--- config.mk ---
export PLATFORM = sky130hd
export DESIGN_NAME = otd_detector
export DESIGN_NICKNAME = d
export VERILOG_FILES = /design/src/otd_pkg.sv /design/src/otd_detector.sv
export SDC_FILE = /design/constraint.sdc
export NUM_CORES = 1
export LEC_CHECK = 0
export ABC_AREA = 0
export ABC_CLOCK_PERIOD_IN_PS = 6750
export BUFFER_PORTS_ARGS = -buffer_cell sky130_fd_sc_hd__buf_2
export CORE_MARGIN = 2
export CORE_UTILIZATION = 55
export CTS_BUF_LIST = sky130_fd_sc_hd__clkbuf_8
export CTS_CLUSTER_SIZE = 16
export DETAILED_ROUTE_END_ITERATION = 16
export GPL_TIMING_DRIVEN = 0
export PLACE_DENSITY = 0.85
export SYNTH_ARGS = -nofsm -noshare
export SYNTH_HDL_FRONTEND = slang
export SYNTH_SLANG_ARGS = --single-unit
--- constraint.sdc ---
create_clock -name clk -period 6.75 [get_ports clk]
set_clock_uncertainty 0.15 [all_clocks]
set_input_delay 0.3375 -clock clk [delete_from_list [all_inputs] [get_ports clk]]
set_output_delay 0.3375 -clock clk [all_outputs]
set_load 0.05 [all_outputs]
--- src/otd_pkg.sv ---
package otd_pkg;

	localparam int OTD_SAMPLE_W = 16;
	localparam int OTD_CNT_W    = 10;

	// Bit positions in the orientation status byte
	localparam int OTD_POS_XL    = 0;
	localparam int OTD_POS_XH    = 1;
	localparam int OTD_POS_YL    = 2;
	localparam int OTD_POS_YH    = 3;
	localparam int OTD_POS_ZL    = 4;
	localparam int OTD_POS_ZH    = 5;
	localparam int OTD_STATUS_IA = 6;

	// Sine of 80/70/60/50 degrees in Q8
	localparam logic [7:0] OTD_ANGLE_K0 = 8'hfc;
	localparam logic [7:0] OTD_ANGLE_K1 = 8'hf1;
	localparam logic [7:0] OTD_ANGLE_K2 = 8'hde;
	localparam logic [7:0] OTD_ANGLE_K3 = 8'hc4;

	// Tap windows in sample periods
	localparam logic [9:0] OTD_SHOCK_DEF = 10'h004;
	localparam logic [9:0] OTD_SHOCK_LSB = 10'h008;
	localparam logic [9:0] OTD_QUIET_DEF = 10'h002;
	localparam logic [9:0] OTD_QUIET_LSB = 10'h004;
	localparam logic [9:0] OTD_DUR_DEF   = 10'h010;
	localparam logic [9:0] OTD_DUR_LSB   = 10'h020;

	// One tap threshold step is full scale over 32
	localparam int          OTD_TAP_THS_SHIFT = 10;
	localparam logic [15:0] OTD_ONE_G_DEF     = 16'h4000;

	typedef logic signed [15:0] otd_smp_t;

	typedef struct packed {
		otd_smp_t x;
		otd_smp_t y;
		otd_smp_t z;
	} otd_axes_t;

	typedef struct packed {
		logic       global_event_enable;
		logic       latch_request_mode;
		logic       orient_lowpass_select;
		logic       four_way_orient_enable;
		logic [1:0] orient_angle_threshold;
		logic       orient_route_pin_one;
		logic       orient_route_pin_two;
		logic [2:0] tap_axis_enable;
		logic [4:0] tap_threshold_x;
		logic [4:0] tap_threshold_y;
		logic [4:0] tap_threshold_z;
		logic       single_double_tap_select;
		logic       single_tap_route_one;
		logic       single_tap_route_two;
		logic       double_tap_route_one;
		logic       double_tap_route_two;
		logic [1:0] shock_code;
		logic [1:0] quiet_code;
		logic [3:0] dur_code;
	} otd_cfg_t;

	typedef struct packed {
		logic orient_status_read;
		logic tap_status_read;
		logic combined_status_read;
	} otd_reads_t;

	typedef enum logic [2:0] {
		TAP_IDLE,
		TAP_SHOCK1,
		TAP_QUIET,
		TAP_DUR,
		TAP_SHOCK2,
		TAP_WAIT_LOW
	} otd_tap_st_t;

	typedef struct packed {
		otd_axes_t            prev;
		logic [5:0]           cand;
		logic [5:0]           pos;
		logic                 orient_ia;
		logic                 single_ia;
		logic                 double_ia;
		otd_tap_st_t          tap_st;
		logic [OTD_CNT_W-1:0] tap_cnt;
		logic [OTD_CNT_W-1:0] irq_cnt;
		logic [2:0]           tap_sel;
		logic                 tap_neg;
		logic [2:0]           evt_axis;
		logic                 evt_neg;
		logic                 pin_one;
		logic                 pin_two;
		logic [6:0]           orient_status;
		logic [6:0]           tap_status;
	} otd_state_t;

	localparam otd_state_t OTD_STATE_RST = '0;

endpackage

--- src/otd_detector.sv ---
`timescale 1ns/1ns
module otd_detector
	import otd_pkg::*;
#(
	parameter logic [15:0] ONE_G = OTD_ONE_G_DEF
)
(
	// Clock and reset
	input  wire logic       clk,
	input  wire logic       rst_n,
	// Samples, one strobe per output data period
	input  wire logic       sample_valid,
	input  wire otd_axes_t  acc,
	input  wire otd_axes_t  second_lowpass_filter,
	// Configuration
	input  wire otd_cfg_t   cfg,
	// Status read strobes
	input  wire otd_reads_t reads,
	// Interrupt pins and status
	output logic            event_pin_one,
	output logic            event_pin_two,
	output logic [6:0]      orientation_status_reg,
	output logic [6:0]      tap_status_reg
);

	generate
		if (ONE_G == 16'h0000 || ONE_G[15])
		begin : g_bad_one_g
			$error("ONE_G must be nonzero and below half the sample range");
		end
	endgenerate

	////////////////////////////////////////////////////////////////////////
	function automatic logic [15:0] orient_thr(input logic [1:0] code);
		logic [7:0]  k;
		logic [23:0] p;
		case (code)
			2'h0: k = OTD_ANGLE_K0;
			2'h1: k = OTD_ANGLE_K1;
			2'h2: k = OTD_ANGLE_K2;
			default: k = OTD_ANGLE_K3;
		endcase
		p = 24'(ONE_G) * 24'(k);
		return p[23:8];
	endfunction

	function automatic logic [15:0] mag(input otd_smp_t v);
		return v[15] ? 16'(-v) : 16'(v);
	endfunction

	function automatic otd_smp_t slope(input otd_smp_t cur,
	                                   input otd_smp_t old);
		logic signed [16:0] diff;
		diff = 17'(cur) - 17'(old);
		return diff[16:1];
	endfunction

	function automatic logic [9:0] window(input logic [3:0] code,
	                                      input logic [9:0] def,
	                                      input logic [9:0] lsb);
		return (code == 4'h0) ? def : 10'({6'h00, code} * lsb);
	endfunction

	function automatic logic [15:0] tap_thr(input logic [4:0] t);
		return 16'({11'h000, t} << OTD_TAP_THS_SHIFT);
	endfunction

	////////////////////////////////////////////////////////////////////////
	otd_state_t s_q;
	otd_state_t s_d;
	otd_axes_t  src;
	logic [15:0] othr;
	logic [5:0]  pat;
	logic [2:0]  over;
	logic [5:0]  cand;
	logic        orient_evt;
	otd_smp_t    sl_x;
	otd_smp_t    sl_y;
	otd_smp_t    sl_z;
	logic [2:0]  tover;
	logic [2:0]  pick;
	logic        pick_neg;
	logic        sel_over;
	logic [9:0]  shock_win;
	logic [9:0]  quiet_win;
	logic [9:0]  dur_win;
	logic        orient_latched;
	logic        single_latched;
	logic        double_latched;
	logic        rd_orient;
	logic        rd_tap;
	logic        single_evt;
	logic        double_evt;

	////////////////////////////////////////////////////////////////////////
	// orientation data source
	assign src  = cfg.orient_lowpass_select ? second_lowpass_filter : acc;
	assign othr = orient_thr(cfg.orient_angle_threshold);

	assign pat[OTD_POS_XH] = !src.x[15] && mag(src.x) > othr;
	assign pat[OTD_POS_XL] =  src.x[15] && mag(src.x) > othr;
	assign pat[OTD_POS_YH] = !src.y[15] && mag(src.y) > othr;
	assign pat[OTD_POS_YL] =  src.y[15] && mag(src.y) > othr;
	assign pat[OTD_POS_ZH] = !cfg.four_way_orient_enable
		&& !src.z[15] && mag(src.z) > othr;
	assign pat[OTD_POS_ZL] = !cfg.four_way_orient_enable
		&& src.z[15] && mag(src.z) > othr;

	assign over[0] = pat[OTD_POS_XH] | pat[OTD_POS_XL];
	assign over[1] = pat[OTD_POS_YH] | pat[OTD_POS_YL];
	assign over[2] = pat[OTD_POS_ZH] | pat[OTD_POS_ZL];
	assign cand = $onehot(over) ? pat : 6'h00;

	// only a change of position fires
	assign orient_evt = sample_valid && cfg.global_event_enable
		&& cand != 6'h00 && cand == s_q.cand && cand != s_q.pos;

	assign sl_x = slope(acc.x, s_q.prev.x);
	assign sl_y = slope(acc.y, s_q.prev.y);
	assign sl_z = slope(acc.z, s_q.prev.z);

	assign tover[0] = cfg.tap_axis_enable[0]
		&& mag(sl_x) > tap_thr(cfg.tap_threshold_x);
	assign tover[1] = cfg.tap_axis_enable[1]
		&& mag(sl_y) > tap_thr(cfg.tap_threshold_y);
	assign tover[2] = cfg.tap_axis_enable[2]
		&& mag(sl_z) > tap_thr(cfg.tap_threshold_z);

	// Fixed X, Y, Z priority; the programmable order is not modelled
	assign pick = tover[0] ? 3'h1 : tover[1] ? 3'h2 : tover[2] ? 3'h4 : 3'h0;
	assign pick_neg = tover[0] ? sl_x[15] : tover[1] ? sl_y[15] : sl_z[15];
	assign sel_over = |(tover & s_q.tap_sel);

	assign shock_win = window({2'h0, cfg.shock_code},
		OTD_SHOCK_DEF, OTD_SHOCK_LSB);
	assign quiet_win = window({2'h0, cfg.quiet_code},
		OTD_QUIET_DEF, OTD_QUIET_LSB);
	assign dur_win = window(cfg.dur_code, OTD_DUR_DEF, OTD_DUR_LSB);

	assign orient_latched = cfg.latch_request_mode
		&& (cfg.orient_route_pin_one || cfg.orient_route_pin_two);
	assign single_latched = cfg.latch_request_mode
		&& !cfg.single_double_tap_select
		&& (cfg.single_tap_route_one || cfg.single_tap_route_two);
	assign double_latched = cfg.latch_request_mode
		&& cfg.single_double_tap_select
		&& (cfg.double_tap_route_one || cfg.double_tap_route_two);

	assign rd_orient = reads.orient_status_read | reads.combined_status_read;
	assign rd_tap    = reads.tap_status_read | reads.combined_status_read;

	////////////////////////////////////////////////////////////////////////
	always_comb
	begin
		s_d = s_q;
		single_evt = 1'b0;
		double_evt = 1'b0;

		if (orient_latched ? rd_orient : sample_valid)
			s_d.orient_ia = 1'b0;
		if (sample_valid)
		begin
			s_d.cand = cand;
			s_d.prev = acc;
			if (cand != 6'h00 && cand == s_q.cand)
				s_d.pos = cand;
		end
		if (orient_evt)
			s_d.orient_ia = 1'b1;

		if (sample_valid)
		begin
			case (s_q.tap_st)
				TAP_IDLE:
					if (tover != 3'h0)
					begin
						s_d.tap_st  = TAP_SHOCK1;
						s_d.tap_sel = pick;
						s_d.tap_neg = pick_neg;
						s_d.tap_cnt = 10'h001;
					end
				TAP_SHOCK1:
					if (!sel_over)
					begin
						single_evt = 1'b1;
						s_d.tap_cnt = 10'h000;
						s_d.tap_st = cfg.single_double_tap_select
							? TAP_QUIET : TAP_IDLE;
					end
					else if (s_q.tap_cnt >= shock_win)
						s_d.tap_st = TAP_WAIT_LOW;
					else
						s_d.tap_cnt = s_q.tap_cnt + 10'h001;
				TAP_QUIET:
					if (s_q.tap_cnt + 10'h001 >= quiet_win)
					begin
						s_d.tap_st  = TAP_DUR;
						s_d.tap_cnt = 10'h000;
					end
					else
						s_d.tap_cnt = s_q.tap_cnt + 10'h001;
				TAP_DUR:
					if (tover != 3'h0)
					begin
						s_d.tap_st  = TAP_SHOCK2;
						s_d.tap_sel = pick;
						s_d.tap_neg = pick_neg;
						s_d.tap_cnt = 10'h001;
					end
					else if (s_q.tap_cnt + 10'h001 >= dur_win)
						s_d.tap_st = TAP_IDLE;
					else
						s_d.tap_cnt = s_q.tap_cnt + 10'h001;
				TAP_SHOCK2:
					if (!sel_over)
					begin
						double_evt = 1'b1;
						s_d.tap_st = TAP_IDLE;
					end
					else if (s_q.tap_cnt >= shock_win)
						s_d.tap_st = TAP_WAIT_LOW;
					else
						s_d.tap_cnt = s_q.tap_cnt + 10'h001;
				TAP_WAIT_LOW:
					if (tover == 3'h0)
						s_d.tap_st = TAP_IDLE;
				default:
					s_d.tap_st = TAP_IDLE;
			endcase
		end
		if (!cfg.global_event_enable)
			s_d.tap_st = TAP_IDLE;

		if (sample_valid && s_q.irq_cnt != 10'h000)
			s_d.irq_cnt = s_q.irq_cnt - 10'h001;
		if (s_d.irq_cnt == 10'h000 && !single_latched)
			s_d.single_ia = 1'b0;
		if (s_d.irq_cnt == 10'h000 && !double_latched)
			s_d.double_ia = 1'b0;
		if (rd_tap && single_latched)
			s_d.single_ia = 1'b0;
		if (rd_tap && double_latched)
			s_d.double_ia = 1'b0;

		// Events set after clears so a clash keeps the event
		if (single_evt || double_evt)
		begin
			s_d.irq_cnt  = quiet_win;
			s_d.evt_axis = s_q.tap_sel;
			s_d.evt_neg  = s_q.tap_neg;
		end
		if (single_evt)
			s_d.single_ia = 1'b1;
		if (double_evt)
			s_d.double_ia = 1'b1;

		s_d.pin_one = (s_d.orient_ia && cfg.orient_route_pin_one)
			|| (s_d.single_ia && cfg.single_tap_route_one)
			|| (s_d.double_ia && cfg.double_tap_route_one);
		s_d.pin_two = (s_d.orient_ia && cfg.orient_route_pin_two)
			|| (s_d.single_ia && cfg.single_tap_route_two)
			|| (s_d.double_ia && cfg.double_tap_route_two);
		s_d.orient_status = {s_d.orient_ia, s_d.pos};
		s_d.tap_status = {s_d.single_ia | s_d.double_ia, s_d.single_ia,
			s_d.double_ia, s_d.evt_neg,
			s_d.evt_axis[0], s_d.evt_axis[1], s_d.evt_axis[2]};
	end

	always_ff @(posedge clk or negedge rst_n)
	begin
		if (!rst_n)
			s_q <= OTD_STATE_RST;
		else
			s_q <= s_d;
	end

	assign event_pin_one          = s_q.pin_one;
	assign event_pin_two          = s_q.pin_two;
	assign orientation_status_reg = s_q.orient_status;
	assign tap_status_reg         = s_q.tap_status;
endmodule

==> metrics list <==
* Result of the run: finished clean
- The count of nets left with antenna violations once routing finished came out at 0.
* I/O pins: 157
- Die Area: 0.0220 mm2
* Sequential Area: 0.00243 mm2
- Final Power: 0.00299 W
- The layer flagged by global routing as most heavily used is met2.
- The first global-routing pass estimated 53.3 mm of wire.
- Post-route cell area: 0.0129 mm2
- Peak fanout along the critical path: 10
* FF-to-FF Start: s_q[65]
- Flip-flop count of the largest register, all copies and words added: 82
- In this run the cell area measured after placement is 0.0126 mm2.
- Dividing total power by cell area gives a power density of 231 mW/mm2.
- Clk slew on worst S/H paths: 0.11 ns
- Row generation in the floorplan step produced 52 rows.
* Net count of the mapped netlist: 1719
* Worst relative slew slack: 40.9%
- Static timing analysis puts the maximum clock frequency at 156 MHz.
- The post-route netlist has 16.6% of its cells at a drive strength greater than 1.
- At the pin with the least slew margin, the transition time is 0.877 ns.
- Data on the critical path is required at its endpoint by 6.89 ns.
- Element type at the critical path end: flip-flop
- Setup violations remaining at the end of the flow were counted as 0.
* # placed instances: 1903
* Deepest level of the CTS H-tree: 3
- Relative to the synthesized area, the layout overhead comes to 12.9%.
- FILL cells: 1751
- Number of pins with negative max-slew slack in the final report: 0
- In this run the horizontal extent of the chip is 148 um.
* Period minus WS final: 6.43 ns
* Final global-route overflow total: 0
- The slowest stage of the critical path is the sky130_fd_sc_hd__fa_1 cell.
- Pre-Repair DR Iteration Count: 8
- Worst Path Class, Setup: input pin to flip-flop
- Excluding fillers, the count of instances in the completed layout stands at 1925.
- Counting the buffers created by CTS gives 9.
* Standard cell core area: 0.0204 mm2
* Final critical-path share of the clock period: 95.2%
- In this run the mean area of a mapped cell was 7.76 um2.
- After legalization and detailed placement, the total HPWL measured 26.7 mm.
- Clock insertion delay at the later pin of the skew report: 0.39 ns
- Starting utilization of the core area: 56.2%
- The worst register-to-register path has a setup slack of 0.50 ns.
* Static power due to leakage: 5.97 nW
- The multi-input combinational cells in the finished layout cover a total of 0.00833 mm2.
- After detailed routing, the total wire length is 33.3 mm.
* Setup repair after global routing missed its margin: no
- Final estimated routing congestion in global placement: 0.961
* TritonCTS clock tree: built
- In this run the worst setup path begins at cfg[36].
* Number of nets at the end of the flow: 1891
- Capture point of the worst path: event_pin_two
- Number of design-rule violations left by the first detailed-router iteration: 973
- The worst hold path belongs to the class input pin to flip-flop.
* Post-synth EDFFs: 0
* GRT met2 Usage: 49.0%
- Buffers added on ports: 155
* Share of async-settable or async-resettable flops after synthesis: 100%
- Synth Instances: 1476
* Clock Path Buffers: 2
* Register bit total from synthesis: 97
* Detailed-route wire length per cell: 17.3 um
* Largest incremental delay on the critical path: 0.44 ns
- By instance count, the cell type seen most on the critical path is sky130_fd_sc_hd__buf_2.
* Clock tree sinks: 97
- Vertical extent of the die: 148 um
* Number of cells on the worst reg-to-reg path: 22
- WP data arrival: 6.57 ns
* Maximum number of pins on one net before global-route repair: 60
- Maximum Capacitance Violations: 0
- The number of antenna violations at the first check in global routing came to 2.
* Total count of hold-check failures in the final report: 0
- Overall track demand over capacity in global routing: 29.5%
- In the global route stage, met3 resource usage came out at 3.59%.
* GRT met1 Usage: 39.2%
- In this run the critical register-to-register path is captured at tap_status_reg[3].
- Leading register cell type out of synthesis: sky130_fd_sc_hd__dfrtp_1
- Clock root buffer: sky130_fd_sc_hd__clkbuf_8
- In the routed design, unresolved DRC markers number 0.
- The final route contains 11800 vias.
- The synthesized netlist occupies a cell area of 0.0114 mm2.
* Critical path startpoint category: input pin
* Worst supply voltage drop on vdd: 0.116 mV
- Adding up every negative setup slack in the final design gives 0 ns.
- Sequential cells were found to cover 21.2% of the synthesized design area.
* Number of distinct library cell variants in the gate-level netlist after synthesis: 96
- Vias in the first global route: 11100
- During synthesis, Yosys emitted a total of 0 warnings.
* Via-to-Cell Ratio: 6.14
==> synthesized netlist by cell type, types with 6 or more instances <==
library cell	n	area, um2
sky130_fd_sc_hd__nand2_1	153	574
sky130_fd_sc_hd__o21ai_0	136	681
sky130_fd_sc_hd__inv_1	117	439
sky130_fd_sc_hd__ha_1	98	1230
sky130_fd_sc_hd__dfrtp_1	97	2430
sky130_fd_sc_hd__nor2_1	91	342
sky130_fd_sc_hd__a21oi_1	80	400
sky130_fd_sc_hd__xnor2_1	56	490
sky130_fd_sc_hd__nor3_1	42	210
sky130_fd_sc_hd__mux2i_1	38	380
sky130_fd_sc_hd__nor2b_1	36	225
sky130_fd_sc_hd__clkbuf_1	33	124
sky130_fd_sc_hd__xor2_1	32	280
sky130_fd_sc_hd__nand3_1	31	155
sky130_fd_sc_hd__o21a_1	27	203
sky130_fd_sc_hd__mux2_2	24	270
sky130_fd_sc_hd__nand2b_1	24	150
sky130_fd_sc_hd__a21o_1	21	158
sky130_fd_sc_hd__nand4_1	21	131
sky130_fd_sc_hd__a31oi_1	19	119
sky130_fd_sc_hd__and3_1	19	119
sky130_fd_sc_hd__o211ai_1	19	143
sky130_fd_sc_hd__nor4_1	18	113
sky130_fd_sc_hd__buf_4	16	120
sky130_fd_sc_hd__a211oi_1	12	90.1
sky130_fd_sc_hd__o31ai_1	10	75.1
sky130_fd_sc_hd__or2_2	10	62.6
sky130_fd_sc_hd__a211o_1	9	78.8
sky130_fd_sc_hd__o22ai_1	9	56.3
sky130_fd_sc_hd__and2_1	8	50.1
sky130_fd_sc_hd__buf_2	8	40.0
sky130_fd_sc_hd__nor3b_1	8	60.1
sky130_fd_sc_hd__and4_1	7	61.3
sky130_fd_sc_hd__nand3b_1	7	52.6
sky130_fd_sc_hd__o32ai_1	7	61.3
sky130_fd_sc_hd__or3_1	7	43.8
sky130_fd_sc_hd__a22o_1	6	52.6
sky130_fd_sc_hd__nand4b_1	6	52.6
sky130_fd_sc_hd__o21ai_1	6	30.0
==> power breakdown <==
part / leakage (nW) / switching, W / internal, W
Sequential: 1.23 / 0.0000827 / 0.000691
Clock: 0.0989 / 0.000235 / 0.000161
Combinational: 4.64 / 0.00111 / 0.000709
==> cell usage in the layout, fill, tap and decap left out, types with 27 or more instances in the layout <==
master,instances
sky130_fd_sc_hd__xnor2_1,56
sky130_fd_sc_hd__nor3_1,41
sky130_fd_sc_hd__mux2i_1,38
sky130_fd_sc_hd__clkbuf_1,32
sky130_fd_sc_hd__nand3_1,31
sky130_fd_sc_hd__o21a_1,27
sky130_fd_sc_hd__a21oi_1,79
sky130_fd_sc_hd__buf_2,162
sky130_fd_sc_hd__nor2_1,91
sky130_fd_sc_hd__nor2b_1,36
sky130_fd_sc_hd__dfrtp_1,97
sky130_fd_sc_hd__xor2_1,32
sky130_fd_sc_hd__ha_1,98
sky130_fd_sc_hd__o21ai_0,136
sky130_fd_sc_hd__nand2_1,153
sky130_fd_sc_hd__inv_1,117
==> what timing repair did <==
action	in CTS	in global routing
hold buffers	1	0
endpoints found under the setup margin	5	39
hold endpoints to repair	38	0
gates resized for setup	1	15
setup buffers	0	3
pin swaps	0	2
==> logic make-up (layout without fill, tap and decap cells) <==
kind of cell    after synthesis  count (layout)  synth area share [%]
compound gates              436             436                  25.3
xor+xnor                     91              91                  7.21
fa+ha+maj                   102             102                  11.4
buf+inv                     183             360                  6.81
flops                        97              97                  21.2
mux                          62              62                  5.68
other cells                   0               2                     0
simple gates                505             505                  22.4
==> per-stage QoR <==
step / hold WS (ns) / setup slack, ns / utilization (%)
2_1_floorplan: -0.108 / 0.898 / -
3_3_place_gp: 0.332 / -0.335 / 61.7
3_5_place_dp: 0.204 / -0.455 / 61.9
4_1_cts: 0.0399 / 0.0507 / 62.9
5_1_grt: 0.0412 / 0.0394 / 63.5
6_report: 0.0406 / 0.321 / 63.5
==> cell type report <==
type                    instances  area share (%)
multi-input cells            1196            64.4
flip-flops and latches         97            18.8
repair buffers                161            6.56
inverters                     118            3.43
plain buffers                  65            2.64
well taps                     270            2.61
clock buffers                  11            1.17
clock inverters                 5           0.348
diodes                          2          0.0387
==> worst min path at each step <==
stage / from / end / slack (ns) / cells past startpoint
finish: cfg[31] / event_pin_two / 0.04 / 2
global route: cfg[8] / event_pin_two / 0.04 / 2
CTS: cfg[32] / event_pin_one / 0.04 / 2
detailed placement: rst_n / s_q[43] / 0.20 / 1
global placement: s_q[94] / s_q[94] / 0.33 / 1
floorplan: rst_n / event_pin_one / -0.11 / 0
==> critical path, delay by kind of cell <==
family / cells / cell delay (ns)
xor+xnor: 1 / 0.13
buf+inv: 5 / 1.13
mux: 2 / 0.59
fa+ha+maj: 3 / 1.02
simple gates: 5 / 1.09
compound gates: 9 / 2.25
==> routing by layer <==
metal | part of all wire (%) | vias up
met2 | 46 | 504
met1 | 43 | 5541
met3 | 7.8 | 86
met5 | 0 | -
met4 | 3.4 | 0
li1 | - | 5698
Power figures use the tool's default switching activity.
